File: config.mk
export PLATFORM = sky130hd
export DESIGN_NAME = rfirq_status
export DESIGN_NICKNAME = d
export VERILOG_FILES = /design/src/pkg/rfirq_pkg.sv /design/src/verilog/rfirq_status.sv
export SDC_FILE = /design/constraint.sdc
export NUM_CORES = 1
export LEC_CHECK = 0
export ABC_AREA = 1
export BUFFER_PORTS_ARGS = -buffer_cell sky130_fd_sc_hd__buf_2
export CAP_MARGIN = 15
export CORE_ASPECT_RATIO = 0.9
export CORE_MARGIN = 1.5
export CORE_UTILIZATION = 41
export CTS_CLUSTER_DIAMETER = 100
export DETAILED_ROUTE_END_ITERATION = 7
export GPL_TIMING_DRIVEN = 0
export PLACE_DENSITY = 0.76
export SLEW_MARGIN = 20
export SYNTH_ARGS = -nofsm -noshare
export SYNTH_HDL_FRONTEND = slang
export SYNTH_SLANG_ARGS = --single-unit
File: constraint.sdc
create_clock -name clock -period 1.1 [get_ports clock]
set_input_delay 0.22 -clock clock [delete_from_list [all_inputs] [get_ports clock]]
set_output_delay 0.22 -clock clock [all_outputs]
set_load 0.01 [all_outputs]
File: src/pkg/rfirq_pkg.sv
// Package of constants and types for the reader interrupt status logic
package rfirq_pkg;

    // ==========================================================
    // Register map
    localparam logic [7:0] STATUS_OFFSET   = 8'h0c;
    localparam logic [7:0] PROTOCTL_OFFSET = 8'h01;
    localparam logic [7:0] STATUS_RESET    = 8'h00;
    localparam logic [7:0] MASK_RESET      = 8'h3e;

    // ==========================================================
    // Status bit positions
    localparam int BIT_TX     = 7;
    localparam int BIT_SRX    = 6;
    localparam int BIT_FIFO   = 5;
    localparam int BIT_CRC    = 4;
    localparam int BIT_PARITY = 3;
    localparam int BIT_FRAME  = 2;
    localparam int BIT_COL    = 1;
    localparam int BIT_NORESP = 0;

    // ==========================================================
    // FIFO level limits and collision thresholds
    localparam logic [3:0] FIFO_HIGH_LIMIT = 4'h8;
    localparam logic [3:0] FIFO_LOW_LIMIT  = 4'h4;
    localparam logic [3:0] COL_THRESH_LO   = 4'h6;
    localparam logic [3:0] COL_THRESH_HI   = 4'h7;

    // Protocol selection seen by the status logic
    typedef enum logic [1:0] {
        PROT_14443A,
        PROT_15693_SINGLE,
        PROT_15693_DOUBLE,
        PROT_OTHER
    } rfirq_prot_e;

    // Events from transmitter, decoder and FIFO
    typedef struct packed {
        logic       txStart;
        logic       txEnd;
        logic       rxSof;
        logic       rxEnd;
        logic       crcBad;
        logic       parityBad;
        logic       frameBad;
        logic       noRespTimeout;
        logic [3:0] colCount;
        logic       colCountValid;
        logic [3:0] fifoLevel;
    } rfirq_evt_s;

    // Host register access port
    typedef struct packed {
        logic       readDone;
        logic       writeStrobe;
        logic [7:0] addr;
    } rfirq_host_s;

endpackage : rfirq_pkg

File: src/verilog/rfirq_status.sv
// Interrupt status register and interrupt line of the reader front end
`timescale 1ns/100ps

// Behaviour
// [RQ1] Status clears on reset, on chip enable low and on any protocol control write.
// [RQ2] Status clears once a host read of it has completed, keeping only flags set again in that same cycle.
// [RQ3] That read also drops the interrupt line, which is how the host acknowledges.
// [RQ4] During transmit only the FIFO and transmit flags may change.
// [RQ5] During receive only the receive-start flag, or the transmit flag on a transmit start, may change, without raising the line.
// [RQ6] The line rises when a transmit or receive phase ends, or in idle when an enabled result flag is set.
// [RQ7] The transmit flag sets at transmit start; its request comes at transmit end.
// [RQ8] The receive-start flag sets at start of frame; its request comes at receive end.
// [RQ9] The FIFO flag sets above eight entries outside transmit and receive or below four in transmit.
// [RQ10] The CRC flag sets on a bad CRC only while receive CRC checking is on.
// [RQ11] The parity flag sets on a parity failure under 14443 A.
// [RQ12] The framing flag sets on a byte framing error or bad end of frame.
// [RQ13] The collision flag sets above a six or seven event threshold in one bit period.
// [RQ14] The no-response flag sets on wait timeout in 15693 only.
// [RQ15] A mask register gates the six result sources (bits 5 to 0) and resets to enable all of them but no-response.
// [RQ16] Flags set after phase end are held till read and keep an enabled line up.
module rfirq_status
    import rfirq_pkg::*;
(
    input  wire logic        clock,
    input  wire logic        reset,
    input  wire logic        chipEnable,
    input  wire rfirq_host_s host,
    input  wire logic [7:0]  maskWrData,
    input  wire logic        maskWrite,
    input  wire rfirq_evt_s  evt,
    input  wire rfirq_prot_e protocol,
    input  wire logic        noRxCrc,
    input  wire logic        colThreshSel,
    output logic [7:0]       statusRd_q,
    output logic [7:0]       mask_q,
    output logic             irq_q,
    output logic             decoderEnable_q
);

    typedef enum logic [1:0] {
        PH_IDLE,
        PH_TX,
        PH_RX
    } rfirq_phase_e;

    rfirq_phase_e phase_q;
    logic [7:0]   status_q;
    logic [7:0]   setBits;
    logic [3:0]   colThresh;
    logic         clearAll;
    logic         phaseEnd;
    logic         pending_q;

    // Status clear sources
    assign clearAll = reset || !chipEnable
                   || (host.writeStrobe && host.addr == PROTOCTL_OFFSET)   // see [RQ1]
                   || (host.readDone && host.addr == STATUS_OFFSET);       // see [RQ2]

    assign colThresh = colThreshSel ? COL_THRESH_HI : COL_THRESH_LO;
    assign phaseEnd  = (phase_q == PH_TX && evt.txEnd)
                    || (phase_q == PH_RX && evt.rxEnd);

    // ==========================================================
    // Event qualification per phase
    always_comb begin
        setBits = 8'h00;
        unique case (phase_q)
            PH_TX: begin
                setBits[BIT_FIFO] = evt.fifoLevel < FIFO_LOW_LIMIT;       // see [RQ4] [RQ9]
            end
            PH_RX: begin
                setBits[BIT_SRX] = evt.rxSof;                              // see [RQ5] [RQ8]
            end
            PH_IDLE: begin
                // Receive result flags land once the phase is over
                setBits[BIT_CRC]    = evt.crcBad && !noRxCrc;              // see [RQ10]
                setBits[BIT_PARITY] = evt.parityBad
                                   && protocol == PROT_14443A;             // see [RQ11]
                setBits[BIT_FRAME]  = evt.frameBad;                        // see [RQ12]
                setBits[BIT_COL]    = evt.colCountValid
                                   && evt.colCount > colThresh
                                   && (protocol == PROT_14443A
                                    || protocol == PROT_15693_SINGLE);    // see [RQ13]
                setBits[BIT_NORESP] = evt.noRespTimeout
                                   && (protocol == PROT_15693_SINGLE
                                    || protocol == PROT_15693_DOUBLE);    // see [RQ14]
                setBits[BIT_FIFO]   = evt.fifoLevel > FIFO_HIGH_LIMIT;   // see [RQ9]
                // Start of frame opens the receive phase and marks it
                setBits[BIT_SRX]    = evt.rxSof && !evt.txStart;           // see [RQ8]
            end
            default: begin
                setBits = 8'h00;
            end
        endcase
        if (evt.txStart) begin
            setBits[BIT_TX] = 1'b1;                                        // see [RQ7]
        end
    end

    // ==========================================================
    // Phase tracking
    always_ff @(posedge clock) begin
        if (reset || !chipEnable) begin
            phase_q <= PH_IDLE;
        end else if (evt.txStart) begin
            phase_q <= PH_TX;
        end else if (phaseEnd) begin
            phase_q <= PH_IDLE;
        end else if (phase_q == PH_IDLE && evt.rxSof) begin
            phase_q <= PH_RX;
        end
    end

    // Decoder off while transmitting
    always_ff @(posedge clock) begin
        if (reset || !chipEnable) begin
            decoderEnable_q <= 1'b1;
        end else begin
            decoderEnable_q <= !(evt.txStart || (phase_q == PH_TX && !evt.txEnd)); // see [RQ4]
        end
    end

    // ==========================================================
    // Status register; a new event wins over a read clear
    always_ff @(posedge clock) begin
        if (reset || !chipEnable) begin
            status_q <= STATUS_RESET;                                      // see [RQ1]
        end else if (clearAll) begin
            status_q <= setBits;                                           // see [RQ2]
        end else begin
            status_q <= status_q | setBits;                                // see [RQ16]
        end
    end

    // Read data copy of the status
    always_ff @(posedge clock) begin
        if (reset) begin
            statusRd_q <= STATUS_RESET;
        end else begin
            statusRd_q <= status_q;
        end
    end

    // Interrupt enable mask
    always_ff @(posedge clock) begin
        if (reset || !chipEnable) begin
            mask_q <= MASK_RESET;                                          // see [RQ15]
        end else if (maskWrite) begin
            mask_q <= maskWrData;
        end
    end

    // ==========================================================
    // Pending request, armed at phase end, dropped by the read
    always_ff @(posedge clock) begin
        if (reset || !chipEnable) begin
            pending_q <= 1'b0;
        end else if (phaseEnd) begin
            pending_q <= 1'b1;                                             // see [RQ6]
        end else if (clearAll) begin
            pending_q <= 1'b0;                                             // see [RQ3]
        end
    end

    // Interrupt line
    always_ff @(posedge clock) begin
        if (reset || !chipEnable) begin
            irq_q <= 1'b0;
        end else if (phaseEnd) begin
            irq_q <= 1'b1;                                                 // see [RQ7] [RQ8]
        end else if (clearAll) begin
            irq_q <= |(setBits[5:0] & mask_q[5:0]) && phase_q == PH_IDLE;  // see [RQ3]
        end else if (phase_q == PH_IDLE) begin
            irq_q <= pending_q
                  || |(status_q[5:0] & mask_q[5:0])
                  || |(setBits[5:0] & mask_q[5:0]);                        // see [RQ16]
        end
    end

endmodule : rfirq_status

==> impl_metrics.py <==
metrics = {
    "run_status": {
        "status": "finished clean",
    },
    "logic_synthesis": {
        "ys_seq_area_frac": 0.451,
        "synthesis.nets": 229,
        "synth-xor-area-share": 0,
        "synth.area.mux_share": 0,
        "synth_cell_types": 20,
        "netlist_area_um2": 1290,
        "yosys.area_share.simple": 0.329,
        "ys_warn_count": 0,
        "syn_area_per_cell_um2": 7.04,
        "synth_compound_area_frac": 0.0729,
        "synth_fa_ha_area_frac": 0.0292,
        "postSynthCellCount": 183,
        "synth_top_family_by_area": "simple AND/OR/NAND/NOR gates",
        "ys_ff_latch": 29,
    },
    "sta": {
        "setup_viol": 0,
        "slew_headroom": 0.793,
        "fin_ws_ns": 0.0265,
        "hold_violations": 0,
        "fmax_mhz": 932,
        "finalCritPeriodShare": 0.976,
        "rsz0062_at_grt": "true",
        "worst_pin_slew_ns": 0.310,
        "slew_viol_final": 0,
        "fin_skew_ns": 0.00398,
        "fin_crit_ns": 1.07,
    },
    "pwr": {
        "power_switching_mw": 0.540,
        "p_per_area_nw_per_um2": 1170,
        "leakagePower_nw": 0.931,
        "p_clk_frac": 0.289,
        "seq_power_share": 0.548,
        "p_comb_frac": 0.163,
        "ir_worst_vdd_uv": 658,
        "sw_frac_of_total": 0.265,
        "p_int_mw": 1.50,
        "finalPower_mw": 2.04,
    },
    "route": {
        "dr.pass1.iters": 4,
        "drt_iter0_markers": 43,
        "wirelength_um": 2870,
        "vias": 1297,
        "drc": 0,
        "antenna_left": 0,
        "vias_per_cell": 4.43,
        "wl_per_cell_um": 9.80,
    },
    "clock_tree": {
        "numCtsBuffers": 5,
        "cts_max_level": 2,
        "hold_buffers": 0,
        "cts_sinks": 29,
        "clk_latency_ns": 0.32,
        "clk_pin_slew_worst_paths_ns": 0.08,
        "clock_path_buffers": 2,
        "cts-root-buf": "clkbuf_4",
        "cts_tree": "done",
    },
    "global_routing": {
        "grt_pass1_wl_um": 4720,
        "track_usage": 0.183,
        "grt_pass1_vias": 1117,
        "grt_max_degree": 11,
        "antenna_found_initial": 0,
        "grt_overflow": 0,
    },
    "critical_path": {
        "crit_path_start_kind": "register",
        "slowest_delay_ns": 0.37,
        "path_max_fanout": 5,
        "path_buf_inv": 1,
        "ff2ff_path_depth": 8,
        "worstReg2RegStart": "phase_q[0]$_SDFFE_PP0P_",
        "crit_type": "reg2reg",
        "critical_path_required_ns": 1.37,
        "end_kind": "register",
        "reg2reg_to": "irq_q$_SDFFE_PP0P_",
        "cpMostUsedCell": "nand2_1",
        "crit_family": "simple AND/OR/NAND/NOR gates",
        "arrival_ns": 1.35,
        "worstPathCellList": "nor2_4 > buf_6 > nand3_2 > nand2_2 > nand2_1 > nand3_1 > nand2_1 > nand2_1",
        "crit_slowest_cell": "dfxtp_4",
        "reg2reg_slack_ns": 0.03,
    },
    "finish": {
        "seq_area_um2": 596,
        "final_cell_mix": "60 x buf_2, 48 x nand2_1, 32 x inv_1, 21 x dfxtp_1, 19 x nor2_1",
        "multiInputGateArea_um2": 592,
        "final_core_util": 0.577,
        "final_common_cell": "buf_2",
        "area_growth_pct": 35.4,
        "n_antenna_cell": 0,
        "fin_nets": 296,
        "drive_gt1_frac": 0.355,
        "fill_cells": 307,
    },
    "placement": {
        "numPortBuffers": 58,
        "gp_congestion": 0.794,
        "hpwl_um": 2170,
        "pre_cts_ws_ns": -0.167,
    },
    "min_path": {
        "hold_path_depth": 2,
        "min_to": "phase_q[1]$_SDFFE_PP0P_",
        "hp-class": "in2reg",
        "hp-start": "evt[16]",
    },
    "floorplanning": {
        "pin_count": 61,
        "initial_core_util": 0.426,
        "die_height_um": 56.2,
        "dieArea_um2": 3490,
        "die_w_um": 62.1,
        "row_count": 19,
        "design.core.area_um2": 3020,
    },
    "run": {
        "maxCapViolCount": 0,
    },
}
==> per-stage QoR <==
stage	hold slack, ns	cell area, µm²	setup TNS, ns	cells
after floorplan	0.299	1290	0	183
after global placement	0.412	1630	-0.447	283
after detailed placement	0.407	1630	-0.516	283
after CTS	0.0480	1690	-0.00763	291
after global routing	0.0426	1740	-0.113	293
final	0.0554	1740	0	293
==> sequential cells by signal (all words and copies together) (netlist names) <==
| signal | flops |
|---|---|
| irq_q | 1 |
| status_q | 8 |
| phase_q | 2 |
| decoderEnable_q | 1 |
| mask_q | 8 |
| statusRd_q | 8 |
| pending_q | 1 |
==> power groups by stage <==
stage	Clock [mW]	Combinational, mW	Sequential [mW]
finish	0.589	0.332	1.12
global route	0.660	0.379	1.12
CTS	0.610	0.319	1.12
detailed placement	0	0.316	1.14
global placement	0	0.312	1.14
floorplan	0	0.172	1.15
==> timing repair <==
action,4_1_cts,5_1_grt
setup buffers,0,1
setup endpoints to repair,6,5
cloned,0,1
pin swaps,0,8
resized for setup,8,13
==> worst reg2reg max path: stages (launching register included) <==
cell     delay [ns]
dfxtp_4        0.37
nor2_4         0.15
buf_6          0.15
nand3_2        0.06
nand2_2        0.08
nand2_1        0.05
nand3_1        0.07
nand2_1        0.05
nand2_1        0.04
==> cell type report <==
type                       count  area share
multi-input combinational    118       0.340
clock buffer                   8      0.0280
inverter                      32      0.0689
sequential                    29       0.342
tap                           42      0.0302
timing repair buffer          60       0.174
buffer                         4      0.0179
==> Yosys cell counts, drive strengths merged <==
| master | number | share of area |
|---|---|---|
| inv | 32 | 0.093 |
| dfxtp | 29 | 0.45 |
| o211ai | 1 | 0.0058 |
| or2 | 1 | 0.0049 |
| o21ai | 7 | 0.027 |
| o21a | 1 | 0.0058 |
| clkbuf | 1 | 0.0029 |
| o22ai | 1 | 0.0049 |
| nand2 | 51 | 0.15 |
| nand3 | 22 | 0.089 |
| ha | 3 | 0.029 |
| nor2 | 23 | 0.082 |
| a21oi | 6 | 0.023 |
| o31ai | 1 | 0.0058 |
| buf | 3 | 0.021 |
| nor4 | 1 | 0.0049 |
==> cells by family (layout without fill, tap and decap cells) <==
kind of cell               count (synthesis)  count (layout)
AOI/OAI and AO/OA                         17              17
buffers and inverters                     36             104
and+or+nand+nor                           98              98
DFF                                       29              29
adders and majority gates                  3               3
==> layer usage <==
metal	part of all wire	global-route usage	vias up
met1	0.46	0.239	545
met2	0.44	0.260	48
met3	0.095	0.0884	4
met4	0.010	0.0638	0
li1	-	-	700
met5	0	0	-
==> worst max-delay path by stage <==
stage                       startpoint                  to  slack [ns]  depth (start not counted)
2_1_floorplan              protocol[0]  irq_q$_SDFFE_PP0P_        0.04                         10
3_3_place_gp               protocol[0]  irq_q$_SDFFE_PP0P_       -0.16                         11
3_5_place_dp               protocol[0]  irq_q$_SDFFE_PP0P_       -0.17                         11
4_1_cts        phase_q[1]$_SDFFE_PP0P_  irq_q$_SDFFE_PP0P_      -0.008                          8
5_1_grt        phase_q[0]$_SDFFE_PP0P_  irq_q$_SDFFE_PP0P_       -0.07                          8
6_report       phase_q[0]$_SDFFE_PP0P_  irq_q$_SDFFE_PP0P_        0.03                          8
Note: power is estimated with default switching activity, not from simulation.
